==> src/hw/sd_pkg.sv <==
package sd_pkg;

  // Word offsets on the slave port (six-bit word address).
  localparam logic [5:0] OFS_CTRL = 6'h00;
  localparam logic [5:0] OFS_STATUS = 6'h01;
  localparam logic [5:0] OFS_CMD = 6'h02;
  localparam logic [5:0] OFS_DMA_ADDR = 6'h03;
  localparam logic [5:0] OFS_DMA_CTRL = 6'h04;
  localparam logic [5:0] OFS_TX = 6'h05;
  localparam logic [5:0] OFS_RESP = 6'h06;
  // The upper half of the word space is the data buffer window.
  localparam int BUF_WIN_BIT = 5;

  // Control register fields.
  localparam int CTRL_DIV_LSB = 0;
  localparam int CTRL_WIDE_BIT = 8;
  localparam int CTRL_RUN_BIT = 9;
  localparam int CTRL_IRQ_EN_BIT = 10;
  localparam logic [7:0] CTRL_DIV_RST = 8'hff;

  // Status register fields.
  localparam int ST_PRESENT_BIT = 0;
  localparam int ST_WPROT_BIT = 1;
  localparam int ST_BUSY_BIT = 2;
  localparam int ST_DONE_BIT = 3;
  localparam int ST_DAT_LSB = 4;

  // DMA control fields; the count sits in the low bits.
  localparam int DMA_DIR_BIT = 8;

  // Highest card clock rate in high-speed mode.
  localparam longint CARD_CLK_MAX_HZ = 64'd50_000_000;

  // Slave port request as seen on the pins.
  typedef struct packed {
    logic cs;
    logic [5:0] addr;
    logic rd_n;
    logic wr_n;
    logic [3:0] be_n;
    logic [31:0] wdata;
  } slave_req_t;

  // Master port request driven by the DMA engine.
  typedef struct packed {
    logic [31:0] addr;
    logic [31:0] wdata;
    logic [3:0] be_n;
    logic rd_n;
    logic wr_n;
  } master_req_t;

endpackage

==> src/hw/sd_word_mem.sv <==
`timescale 1ns/1ns
// Data buffer with one write port and one registered read port.
module sd_word_mem #(
  parameter int DEPTH = 32,
  parameter int AW = 5
) (
  input wire logic i_core_clk,
  input wire logic i_we,
  input wire logic [AW-1:0] i_waddr,
  input wire logic [31:0] i_wdata,
  input wire logic [3:0] i_wbe,
  input wire logic i_re,
  input wire logic [AW-1:0] i_raddr,
  output logic [31:0] o_rdata
);

  logic [31:0] mem [DEPTH];

  // The address width must cover the depth exactly.
  initial begin
    if (DEPTH != (1 << AW)) begin
      $error("sd_word_mem: DEPTH must equal 2**AW.");
    end
  end

  // Byte lanes are written one at a time so partial writes keep the rest.
  always_ff @(posedge i_core_clk) begin
    for (int b = 0; b < 4; b++) begin
      if (i_we && i_wbe[b]) begin
        mem[i_waddr][8*b +: 8] <= i_wdata[8*b +: 8];
      end
    end
    if (i_re) begin
      o_rdata <= mem[i_raddr];
    end
  end

endmodule

==> src/hw/sd_skid_fifo.sv <==
`timescale 1ns/1ns
// Two-entry buffer; a stall downstream never drops an accepted word.
module sd_skid_fifo #(
  parameter int WIDTH = 32
) (
  input wire logic i_core_clk,
  input wire logic i_rst_n,
  input wire logic i_in_valid,
  output logic o_in_ready,
  input wire logic [WIDTH-1:0] i_in_data,
  output logic o_out_valid,
  input wire logic i_out_ready,
  output logic [WIDTH-1:0] o_out_data
);

  typedef struct packed {
    logic [1:0][WIDTH-1:0] slot;
    logic [1:0] cnt;
  } fifo_t;

  fifo_t st;
  fifo_t next_st;

  initial begin
    if (WIDTH < 1) begin
      $error("sd_skid_fifo: WIDTH must be positive.");
    end
  end

  // Full at two entries, empty at none; both come from the count.
  assign o_in_ready = (st.cnt != 2'd2);
  assign o_out_valid = (st.cnt != 2'd0);
  assign o_out_data = st.slot[0];

  // Pop shifts slot one down; push lands behind whatever remains.
  always_comb begin
    logic push;
    logic pop;
    push = 1'b0;
    pop = 1'b0;
    next_st = st;
    push = i_in_valid && o_in_ready;
    pop = o_out_valid && i_out_ready;
    if (pop) begin
      next_st.slot[0] = st.slot[1];
    end
    if (push) begin
      next_st.slot[(pop ? st.cnt - 2'd1 : st.cnt) == 2'd0 ? 0 : 1] =
        i_in_data;
    end
    next_st.cnt = st.cnt + {1'b0, push} - {1'b0, pop};
  end

  always_ff @(posedge i_core_clk) begin
    if (!i_rst_n) begin
      st <= '0;
    end else begin
      st <= next_st;
    end
  end

endmodule

==> src/hw/sd_pin_front.sv <==
`timescale 1ns/1ns
// Operation
// Everything runs on the single system clock
// Card clock divided from system clock
// Software sets the divider at run time
// High-speed mode up to fifty megahertz
// Card clock flop launched by launch clock
// Data bus runs one-line or four-line
// Command line split into out, in, enable
// Data lines split into out, in, enable
// Card detect low means card inserted
// Write protect high means writes refused
// Active-low reset holds the reset state
// Slave port reaches registers and buffer
// DMA moves words through master port
// Interrupt output notifies the processor
// Host uses 32-bit data, strobes active low
// Hold master request while wait asserted
// Card bus undriven after reset
module sd_pin_front #(
  parameter longint CORE_HZ = 64'd25_000_000,
  parameter int BUF_DEPTH = 32
) (
  input wire logic i_core_clk,
  input wire logic i_rst_n,
  input wire sd_pkg::slave_req_t i_slave,
  output logic [31:0] o_rdata,
  output sd_pkg::master_req_t o_master,
  input wire logic [31:0] i_m_rdata,
  input wire logic i_m_wait_n,
  output logic o_interrupt_request_out,
  output logic o_card_clock_out,
  input wire logic i_command_line_in,
  output logic o_command_line_out,
  output logic o_command_line_drive_enable,
  input wire logic [3:0] i_data_lines_in,
  output logic [3:0] o_data_lines_out,
  output logic [3:0] o_data_lines_drive_enable,
  input wire logic i_card_present_low,
  input wire logic i_write_protect,
  output logic o_activity_indicator
);
  import sd_pkg::*;

  localparam int AW = $clog2(BUF_DEPTH);
  // Fastest legal divider setting keeps the card clock under its limit.
  localparam longint DIV_MIN_L =
    (CORE_HZ + 2 * CARD_CLK_MAX_HZ - 1) / (2 * CARD_CLK_MAX_HZ) - 1;
  localparam logic [7:0] DIV_MIN = 8'(DIV_MIN_L);

  initial begin
    if (BUF_DEPTH < 2 || BUF_DEPTH > 32) begin
      $error("sd_pin_front: BUF_DEPTH must be 2 to 32.");
    end
    if (DIV_MIN_L > 255) begin
      $error("sd_pin_front: core clock too fast for the divider.");
    end
  end

  typedef enum logic [1:0] {DMA_IDLE, DMA_RD, DMA_FETCH, DMA_WR} dma_t;

  // Whole state of the block, registered in one place.
  typedef struct packed {
    logic [7:0] div_ratio;
    logic wide;
    logic clk_run;
    logic irq_en;
    logic [7:0] div_cnt;
    logic card_clk;
    logic [7:0] cmd_sh;
    logic [3:0] cmd_cnt;
    logic cmd_oe;
    logic cmd_out;
    logic [31:0] dat_sh;
    logic [5:0] dat_cnt;
    logic [3:0] dat_oe;
    logic [3:0] dat_out;
    logic [31:0] resp;
    logic [3:0] dat_in;
    logic present;
    logic wprot;
    logic done;
    logic irq;
    logic [31:0] hold;
    logic rd_buf;
    logic rd_reg;
    logic [31:0] rdata;
    dma_t dma_st;
    logic [31:0] dma_addr;
    logic [5:0] dma_left;
    logic [AW-1:0] dma_idx;
    master_req_t m;
    logic [5:0] tx_left;
    logic [AW-1:0] tx_idx;
    logic tx_pend;
    logic activity_indicator;
  } state_t;

  state_t st;
  state_t next_st;

  // Buffer ports, driven from the combinational process below.
  logic mem_we;
  logic [AW-1:0] mem_waddr;
  logic [31:0] mem_wdata;
  logic [3:0] mem_wbe;
  logic mem_re;
  logic [AW-1:0] mem_raddr;
  logic [31:0] mem_rdata;
  // Transmit buffer handshake.
  logic fifo_in_ready;
  logic fifo_out_valid;
  logic fifo_out_ready;
  logic [31:0] fifo_out_data;

  // Strobes decoded from the slave pins and from the divider count.
  logic s_rd;
  logic s_wr;
  logic [31:0] s_mask;
  logic rise_en;
  logic fall_en;

  assign s_rd = i_slave.cs && !i_slave.rd_n;
  assign s_wr = i_slave.cs && !i_slave.wr_n;

  // Active-low byte enables become a bit mask for register merges.
  always_comb begin
    for (int b = 0; b < 4; b++) begin
      s_mask[8*b +: 8] = {8{!i_slave.be_n[b]}};
    end
  end

  // Card clock edges are one-cycle enables of the core clock.
  assign rise_en = st.clk_run && (st.div_cnt == st.div_ratio) &&
    !st.card_clk;
  assign fall_en = st.clk_run && (st.div_cnt == st.div_ratio) &&
    st.card_clk;

  // The serializer takes a new word only on a falling card edge when idle.
  assign fifo_out_ready = fall_en && (st.dat_cnt == 6'd0);

  sd_word_mem #(.DEPTH(BUF_DEPTH), .AW(AW)) u_buf (
    .i_core_clk(i_core_clk),
    .i_we(mem_we),
    .i_waddr(mem_waddr),
    .i_wdata(mem_wdata),
    .i_wbe(mem_wbe),
    .i_re(mem_re),
    .i_raddr(mem_raddr),
    .o_rdata(mem_rdata)
  );

  sd_skid_fifo #(.WIDTH(32)) u_txq (
    .i_core_clk(i_core_clk),
    .i_rst_n(i_rst_n),
    .i_in_valid(st.tx_pend),
    .o_in_ready(fifo_in_ready),
    .i_in_data(mem_rdata),
    .o_out_valid(fifo_out_valid),
    .i_out_ready(fifo_out_ready),
    .o_out_data(fifo_out_data)
  );

  // Next-state logic: slave port, divider, command, data, DMA, buffer.
  always_comb begin
    logic [31:0] wr_val;
    logic dma_ev;
    logic [31:0] dat_src;
    wr_val = '0;
    dma_ev = 1'b0;
    dat_src = '0;
    next_st = st;
    mem_we = 1'b0;
    mem_waddr = '0;
    mem_wdata = '0;
    mem_wbe = '0;
    mem_re = 1'b0;
    mem_raddr = '0;

    // Socket switches and data lines, sampled every cycle.
    next_st.present = !i_card_present_low;
    next_st.wprot = i_write_protect;
    next_st.dat_in = i_data_lines_in;

    // Divider: the count wraps at the ratio and the clock toggles.
    if (!st.clk_run) begin
      next_st.div_cnt = '0;
    end else if (st.div_cnt == st.div_ratio) begin
      next_st.div_cnt = '0;
      next_st.card_clk = !st.card_clk;
    end else begin
      next_st.div_cnt = st.div_cnt + 8'd1;
    end

    // Command line: shift out MSB first on falling card edges.
    if (fall_en) begin
      if (st.cmd_cnt != 4'd0) begin
        next_st.cmd_out = st.cmd_sh[7];
        next_st.cmd_sh = {st.cmd_sh[6:0], 1'b1};
        next_st.cmd_cnt = st.cmd_cnt - 4'd1;
        next_st.cmd_oe = 1'b1;
      end else begin
        next_st.cmd_oe = 1'b0;
        next_st.cmd_out = 1'b1;
      end
    end
    // Responses are sampled on rising edges while the host is silent.
    if (rise_en && !st.cmd_oe) begin
      next_st.resp = {st.resp[30:0], i_command_line_in};
    end

    // Data lines: a word leaves as eight nibbles or thirty-two bits.
    // A fresh word puts out its first unit on the edge that takes it,
    // so words follow back to back and no unit is sent twice.
    if (fall_en) begin
      if (st.dat_cnt != 6'd0 || fifo_out_valid) begin
        dat_src = (st.dat_cnt != 6'd0) ? st.dat_sh : fifo_out_data;
        if (st.wide) begin
          next_st.dat_out = dat_src[31:28];
          next_st.dat_sh = {dat_src[27:0], 4'hf};
          next_st.dat_oe = 4'hf;
        end else begin
          next_st.dat_out = {3'b111, dat_src[31]};
          next_st.dat_sh = {dat_src[30:0], 1'b1};
          next_st.dat_oe = 4'h1;
        end
        if (st.dat_cnt != 6'd0) begin
          next_st.dat_cnt = st.dat_cnt - 6'd1;
        end else begin
          next_st.dat_cnt = st.wide ? 6'd7 : 6'd31;
        end
      end else begin
        next_st.dat_oe = 4'h0;
        next_st.dat_out = 4'hf;
      end
    end

    // Slave read: latency two, the buffer's read data pass a flop.
    next_st.rd_buf = 1'b0;
    next_st.rd_reg = 1'b0;
    if (s_rd) begin
      next_st.rd_buf = i_slave.addr[BUF_WIN_BIT];
      next_st.rd_reg = !i_slave.addr[BUF_WIN_BIT];
      unique case (i_slave.addr)
        OFS_CTRL: next_st.hold = {21'h0, st.irq_en, st.clk_run, st.wide,
          st.div_ratio};
        OFS_STATUS: next_st.hold = {24'h0, st.dat_in, st.done,
          (st.dma_st != DMA_IDLE) || (st.tx_left != 6'd0), st.wprot,
          st.present};
        OFS_CMD: next_st.hold = {24'h0, st.cmd_sh};
        OFS_DMA_ADDR: next_st.hold = st.dma_addr;
        OFS_DMA_CTRL: next_st.hold = {26'h0, st.dma_left};
        OFS_TX: next_st.hold = {26'h0, st.tx_left};
        OFS_RESP: next_st.hold = st.resp;
        default: next_st.hold = '0;
      endcase
    end
    if (st.rd_buf) begin
      next_st.rdata = mem_rdata;
    end else if (st.rd_reg) begin
      next_st.rdata = st.hold;
    end

    // Register writes honour byte enables, except DMA control and transmit count writes.
    if (s_wr && !i_slave.addr[BUF_WIN_BIT]) begin
      unique case (i_slave.addr)
        OFS_CTRL: begin
          wr_val = (i_slave.wdata & s_mask) | ({21'h0, st.irq_en,
            st.clk_run, st.wide, st.div_ratio} & ~s_mask);
          next_st.div_ratio = (wr_val[CTRL_DIV_LSB +: 8] < DIV_MIN) ?
            DIV_MIN : wr_val[CTRL_DIV_LSB +: 8];
          next_st.wide = wr_val[CTRL_WIDE_BIT];
          next_st.clk_run = wr_val[CTRL_RUN_BIT];
          next_st.irq_en = wr_val[CTRL_IRQ_EN_BIT];
        end
        OFS_STATUS: begin
          if (!i_slave.be_n[0] && i_slave.wdata[ST_DONE_BIT]) begin
            next_st.done = 1'b0;
          end
        end
        OFS_CMD: begin
          if (st.cmd_cnt == 4'd0 && !i_slave.be_n[0]) begin
            next_st.cmd_sh = i_slave.wdata[7:0];
            next_st.cmd_cnt = 4'd8;
          end
        end
        OFS_DMA_ADDR: begin
          next_st.dma_addr = (i_slave.wdata & s_mask) |
            (st.dma_addr & ~s_mask);
        end
        OFS_DMA_CTRL: begin
          if (st.dma_st == DMA_IDLE && i_slave.wdata[5:0] != 6'd0) begin
            next_st.dma_left = i_slave.wdata[5:0];
            next_st.dma_idx = '0;
            next_st.dma_st = i_slave.wdata[DMA_DIR_BIT] ? DMA_FETCH :
              DMA_RD;
          end
        end
        OFS_TX: begin
          if (st.tx_left == 6'd0) begin
            next_st.tx_left = i_slave.wdata[5:0];
            next_st.tx_idx = '0;
          end
        end
        default: begin
        end
      endcase
    end

    // DMA engine owns the buffer write port; a slave buffer read takes the read port first.
    next_st.m.be_n = 4'h0;
    unique case (st.dma_st)
      DMA_IDLE: begin
        next_st.m.rd_n = 1'b1;
        next_st.m.wr_n = 1'b1;
      end
      DMA_RD: begin
        next_st.m.addr = st.dma_addr;
        next_st.m.rd_n = 1'b0;
        if (!st.m.rd_n && i_m_wait_n) begin
          mem_we = 1'b1;
          mem_waddr = st.dma_idx;
          mem_wdata = i_m_rdata;
          mem_wbe = 4'hf;
          next_st.dma_idx = st.dma_idx + 1'b1;
          next_st.dma_addr = st.dma_addr + 32'd4;
          next_st.m.addr = st.dma_addr + 32'd4;
          next_st.dma_left = st.dma_left - 6'd1;
          if (st.dma_left == 6'd1) begin
            next_st.m.rd_n = 1'b1;
            next_st.dma_st = DMA_IDLE;
            dma_ev = 1'b1;
          end
        end else if (!st.m.rd_n) begin
          next_st.m = st.m;
        end
      end
      DMA_FETCH: begin
        // A slave buffer read takes the port; the fetch tries again.
        mem_re = 1'b1;
        mem_raddr = st.dma_idx;
        if (!(s_rd && i_slave.addr[BUF_WIN_BIT])) begin
          next_st.dma_st = DMA_WR;
        end
      end
      DMA_WR: begin
        if (st.m.wr_n) begin
          next_st.m.addr = st.dma_addr;
          next_st.m.wdata = mem_rdata;
          next_st.m.wr_n = 1'b0;
        end else if (i_m_wait_n) begin
          next_st.m.wr_n = 1'b1;
          next_st.dma_idx = st.dma_idx + 1'b1;
          next_st.dma_addr = st.dma_addr + 32'd4;
          next_st.dma_left = st.dma_left - 6'd1;
          if (st.dma_left == 6'd1) begin
            next_st.dma_st = DMA_IDLE;
            dma_ev = 1'b1;
          end else begin
            next_st.dma_st = DMA_FETCH;
          end
        end else begin
          next_st.m = st.m;
        end
      end
    endcase

    // Slave buffer writes yield to a DMA write in the same cycle.
    if (s_wr && i_slave.addr[BUF_WIN_BIT] && !mem_we) begin
      mem_we = 1'b1;
      mem_waddr = i_slave.addr[AW-1:0];
      mem_wdata = i_slave.wdata;
      mem_wbe = ~i_slave.be_n;
    end

    // One read port: slave, then DMA fetch, then the transmit feeder.
    next_st.tx_pend = 1'b0;
    if (s_rd && i_slave.addr[BUF_WIN_BIT]) begin
      mem_re = 1'b1;
      mem_raddr = i_slave.addr[AW-1:0];
    end else if (!mem_re && st.tx_left != 6'd0 && !st.tx_pend &&
        fifo_in_ready) begin
      // Only one word in flight, so a ready buffer still has room.
      mem_re = 1'b1;
      mem_raddr = st.tx_idx;
      next_st.tx_pend = 1'b1;
      next_st.tx_idx = st.tx_idx + 1'b1;
      next_st.tx_left = st.tx_left - 6'd1;
    end

    // Finished DMA sets the sticky flag; the set wins over a clear.
    if (dma_ev) begin
      next_st.done = 1'b1;
    end
    next_st.irq = next_st.done && next_st.irq_en;
    next_st.activity_indicator = next_st.cmd_oe || (next_st.dat_oe != 4'h0) ||
      (next_st.dma_st != DMA_IDLE);
  end

  // Single clock and synchronous active-low reset for the whole state register.
  always_ff @(posedge i_core_clk) begin
    if (!i_rst_n) begin
      st <= '0;
      st.div_ratio <= CTRL_DIV_RST;
      st.cmd_out <= 1'b1;
      st.dat_out <= 4'hf;
      st.cmd_sh <= 8'hff;
      st.m.rd_n <= 1'b1;
      st.m.wr_n <= 1'b1;
      st.m.be_n <= 4'hf;
      st.dma_st <= DMA_IDLE;
    end else begin
      st <= next_st;
    end
  end

  // Every output is a field of the state register.
  assign o_rdata = st.rdata;
  assign o_master = st.m;
  assign o_interrupt_request_out = st.irq;
  assign o_card_clock_out = st.card_clk;
  assign o_command_line_out = st.cmd_out;
  assign o_command_line_drive_enable = st.cmd_oe;
  assign o_data_lines_out = st.dat_out;
  assign o_data_lines_drive_enable = st.dat_oe;
  assign o_activity_indicator = st.activity_indicator;

  property p_quiet_after_reset;
    @(posedge i_core_clk) !i_rst_n |=> !o_command_line_drive_enable &&
      o_data_lines_drive_enable == 4'h0;
  endproperty
  a_quiet_after_reset: assert property (p_quiet_after_reset)
    else $error("Card bus driven right after reset.");

  property p_present;
    @(posedge i_core_clk) disable iff (!i_rst_n)
      i_card_present_low ##1 s_rd && i_slave.addr == OFS_STATUS
      |-> ##2 o_rdata[ST_PRESENT_BIT] == 1'b0;
  endproperty
  a_present: assert property (p_present)
    else $error("Empty socket reported as present.");

  property p_wprot;
    @(posedge i_core_clk) disable iff (!i_rst_n)
      i_write_protect ##1 s_rd && i_slave.addr == OFS_STATUS
      |-> ##2 o_rdata[ST_WPROT_BIT] == 1'b1;
  endproperty
  a_wprot: assert property (p_wprot)
    else $error("Write protect not reported.");

  property p_clk_period;
    @(posedge i_core_clk) disable iff (!i_rst_n)
      $changed(o_card_clock_out) |-> $past(st.div_cnt) == $past(st.div_ratio);
  endproperty
  a_clk_period: assert property (p_clk_period)
    else $error("Card clock toggled off the divider count.");

  property p_bus_width;
    @(posedge i_core_clk) disable iff (!i_rst_n)
      o_data_lines_drive_enable != 4'h0 |->
      o_data_lines_drive_enable == (st.wide ? 4'hf : 4'h1);
  endproperty
  a_bus_width: assert property (p_bus_width)
    else $error("Data drive enables do not match bus width.");

  property p_master_hold;
    @(posedge i_core_clk) disable iff (!i_rst_n)
      (!o_master.rd_n || !o_master.wr_n) && !i_m_wait_n |=>
      $stable(o_master.addr) && $stable(o_master.rd_n) &&
      $stable(o_master.wr_n);
  endproperty
  a_master_hold: assert property (p_master_hold)
    else $error("Master request changed during wait.");

  property p_irq;
    @(posedge i_core_clk) disable iff (!i_rst_n)
      st.done && st.irq_en |-> o_interrupt_request_out;
  endproperty
  a_irq: assert property (p_irq)
    else $error("Interrupt missing for pending event.");

  property p_cmd_len;
    @(posedge i_core_clk) disable iff (!i_rst_n)
      $fell(o_command_line_drive_enable) |-> $past(st.cmd_cnt) == 4'd0;
  endproperty
  a_cmd_len: assert property (p_cmd_len)
    else $error("Command drive ended with bits left.");

  property p_div_floor;
    @(posedge i_core_clk) disable iff (!i_rst_n)
      1'b1 |-> st.div_ratio >= DIV_MIN;
  endproperty
  a_div_floor: assert property (p_div_floor)
    else $error("Divider below the high-speed limit.");

endmodule

==> config.mk <==
export PLATFORM = sky130hd
export DESIGN_NAME = sd_pin_front
export DESIGN_NICKNAME = d
export VERILOG_FILES = /design/src/hw/sd_pkg.sv /design/src/hw/sd_word_mem.sv /design/src/hw/sd_skid_fifo.sv /design/src/hw/sd_pin_front.sv
export SDC_FILE = /design/constraint.sdc
export NUM_CORES = 2
export LEC_CHECK = 0
export ABC_AREA = 1
export BUFFER_PORTS_ARGS = -buffer_cell sky130_fd_sc_hd__buf_2
export CORE_AREA = 3 3 372 374
export DETAILED_ROUTE_END_ITERATION = 10
export DIE_AREA = 0 0 375 377
export PLACE_DENSITY = 0.66
export SLEW_MARGIN = 20
export SYNTH_ARGS = -nofsm -noshare
export SYNTH_HDL_FRONTEND = slang
export SYNTH_SLANG_ARGS = --single-unit
==> constraint.sdc <==
create_clock -name i_core_clk -period 3.01 [get_ports i_core_clk]
set_input_delay 0.301 -clock i_core_clk [delete_from_list [all_inputs] [get_ports i_core_clk]]
set_output_delay 0.301 -clock i_core_clk [all_outputs]
set_load 0.01 [all_outputs]
==> results.yml <==
sta:
  finalHoldViolations: 0
  worstMarginPinSlew_ps: 1106
  drv_slew: 0
  min_period_ps: 2959
  skew_ps: 18.20
  holdWs_ps: 43.98
  relSlewSlack_pct: 26.16
  min_period_over_period_pct: 98.32
  setup_violations: 0
  fin_ws_ps: 50.51
  fmax_mhz: 337.9
  rsz0062_at_grt: "true"
finish:
  final_cells: 9566
  layout-drive-gt1-share_pct: 11.76
  fin_nets: 7763
  area_growth_pct: 14.86
  utilization_pct: 57.41
synthesis:
  synth_seq_cells: 1433
  synth_top_flop_cell: "edfxtp_1"
  synth_seq_area_share_pct: 58.05
  syn-num-nets: 7612
  avgSynthCellArea_um2: 9.010
  synthCells: 7506
  yosysWarnings: 0
  synth_async_sr_flop_share_pct: 0
  synth_edf_count: 1056
  synth.cell_area_um2: 67630
  synth.distinct_cells: 63
power:
  ir_worst_vdd_mv: 1.408
  p_leak_nw: 33.22
  powerDensity_nw_per_um2: 993.1
  power_mw: 77.14
run:
  cap_violations: 0
placed_design:
  dp_hpwl_mm: 135.9
  port_buffers: 201
  gp_congestion: 0.9569
  pre_cts_ws_ps: -273.3
  placed_cells: 9223
global_route:
  grt_pass1_wl_mm: 315.0
  track_usage_pct: 29.15
  grt_overflow: 0
  first_global_vias: 50520
  grt_max_degree: 134
  antenna_found_initial: 5
routing:
  drt_wl_total_mm: 213.6
  dr.pass1.iters: 6
  wl_per_cell_um: 22.32
  vias: 54940
  vias_per_cell: 5.743
  drtIter0Drc: 6900
  drc: 0
  ant_nets: 0
cts:
  root_buffer: "clkbuf_16"
  htreeDepth: 4
  clockBufferDepth: 3
  numClockSinks: 1433
  cts_made_buffers: 155
  cts.clk_slew.worst_paths_ps: 60
  worstSkewPairLatency_ps: 780
  cts_tree: "yes"
floorplan:
  io_pins: 202
  rows: 135
  die_w_um: 375
  start_util_pct: 49.99
  fp.dieH_um: 377
  core_area_um2: 135300
  die_area_um2: 141400
worst_setup_path:
  crit_arrival_ps: 3440
  cp-start-kind: "flop"
  cp.required_ps: 3490
  cp-end-kind: "flop"
  reg2reg_from: "st[127]"
  crit_start: "st[127]"
  worst-path-max-fanout: 8
  path_class: "flop to flop"
min_path:
  hold_class: "input port to flop"
  min_from: "i_slave[14]"
run_status:
  status: "completed"
## layout make-up
class                   count  area, µm²
fillers                 11540      57620
clock inverters            78      962.2
multi-input cells        4187      20810
repair buffers            607       5240
well taps                1781       2228
flip-flops and latches   1433      39260
diodes                      2      5.005
inverters                1273       4800
clock buffers             205       4375
## state kept, by name, indices dropped and copies added (netlist names), 4 cells and up, named ones only
register,flops
o_data_lines_drive_enable,4
o_data_lines_out,4
o_master,67
o_rdata,32
st,189
u_buf.mem,1024
u_buf.o_rdata,32
u_txq.o_out_data,32
u_txq.st,34
## through the flow
step / setup TNS [ps] / area (µm²)
final: 0 / 77680
after CTS: -2462 / 77120
after floorplan: -61160 / 67630
after global placement: -10190 / 71460
after global routing: -2648 / 77680
after detailed placement: -10990 / 71460
## critical path, stage by stage, from the launching register on
cell	delay (ps)
dfxtp_1	330
inv_1	80
ha_1	210
nand2_1	150
nor2_4	60
inv_4	140
nand2_2	170
o22ai_4	370
inv_2	130
nor3_4	280
nand2_1	190
buf_4	180
nor2_2	150
buf_4	220
## kinds of logic (layout without fill, tap and decap cells)
kind of cell | count (synthesis) | in the layout | share of synthesized area [%]
mux | 20 | 20 | 0.2960
xor+xnor | 31 | 31 | 0.4015
flops | 1433 | 1433 | 58.05
other cells | 0 | 2 | 0
simple gates | 3402 | 3402 | 23.12
buf+inv | 1886 | 2163 | 11.60
fa+ha+maj | 19 | 19 | 0.3515
compound gates | 715 | 715 | 6.188
## power by group
part           internal (mW)  leakage [nW]  switching, mW
sequential              22.1          12.3           1.46
clock                   12.0          2.61           7.94
combinational           10.9          18.3           22.7
## worst paths after layout
check	to	slack, ps	cells past startpoint
setup reg to reg	u_buf.mem[14][22]	50	13
hold reg to reg	st[248]	450	2
hold / removal	st[108]	40	5
setup / recovery	u_buf.mem[14][22]	50	13
## cell usage after synthesis (all sizes together) (15+ instances only)
| master | n | area, µm² |
|---|---|---|
| o21ai | 221 | 1110 |
| nor2 | 514 | 1974 |
| nor3 | 65 | 351.6 |
| edfxtp | 1056 | 31710 |
| clkbuf | 242 | 909.6 |
| nand2 | 1320 | 4965 |
| a211oi | 35 | 262.8 |
| mux2i | 20 | 200.2 |
| nand3 | 956 | 4852 |
| a21oi | 273 | 1366 |
| o211ai | 34 | 255.2 |
| buf | 371 | 2156 |
| nand4 | 496 | 3124 |
| dfxtp | 377 | 7547 |
| a31oi | 16 | 100.1 |
| o221ai | 38 | 339.1 |
| a22o | 15 | 131.4 |
| ha | 19 | 237.7 |
| inv | 1269 | 4763 |
| nand3b | 32 | 240.2 |
| o22ai | 47 | 312.8 |
| xor2 | 24 | 210.2 |
## timing repair
action | 4_1_cts | 5_1_grt
hold endpoints to repair | 56 | 0
pin swaps | 0 | 7
hold buffers | 31 | 0
gates cloned | 0 | 8
endpoints found under the setup margin | 152 | 595
setup buffers | 0 | 19
gates resized for setup | 6 | 41
## layout by cell type (no fill, tap or decap), types with 17 or more instances in the layout
| cell | instances |
|---|---|
| a211oi_1 | 35 |
| a21oi_1 | 270 |
| buf_12 | 61 |
| buf_2 | 200 |
| buf_4 | 292 |
| bufinv_16 | 21 |
| clkbuf_1 | 27 |
| clkbuf_16 | 170 |
| clkinv_1 | 26 |
| clkinv_2 | 21 |
| dfxtp_1 | 377 |
| dlygate4sd3_1 | 31 |
| edfxtp_1 | 1056 |
| ha_1 | 17 |
| inv_1 | 1252 |
| mux2i_1 | 20 |
| nand2_1 | 1307 |
| nand3_1 | 946 |
| nand3b_1 | 32 |
| nand4_1 | 494 |
| nor2_1 | 492 |
| nor3_1 | 57 |
| o211ai_1 | 34 |
| o21ai_0 | 199 |
| o221ai_1 | 37 |
| o22ai_1 | 44 |
| xor2_1 | 24 |
## metal layers
| layer | vias up | wire [µm] | GRT usage, % |
|---|---|---|---|
| met5 | - | 0 | 0 |
| met4 | 0 | 9675 | 13.09 |
| met3 | 464 | 19810 | 5.011 |
| met2 | 2793 | 98130 | 46.15 |
| met1 | 26300 | 85940 | 39.45 |
| li1 | 25380 | - | - |
Note: power is estimated with default switching activity, not from simulation.
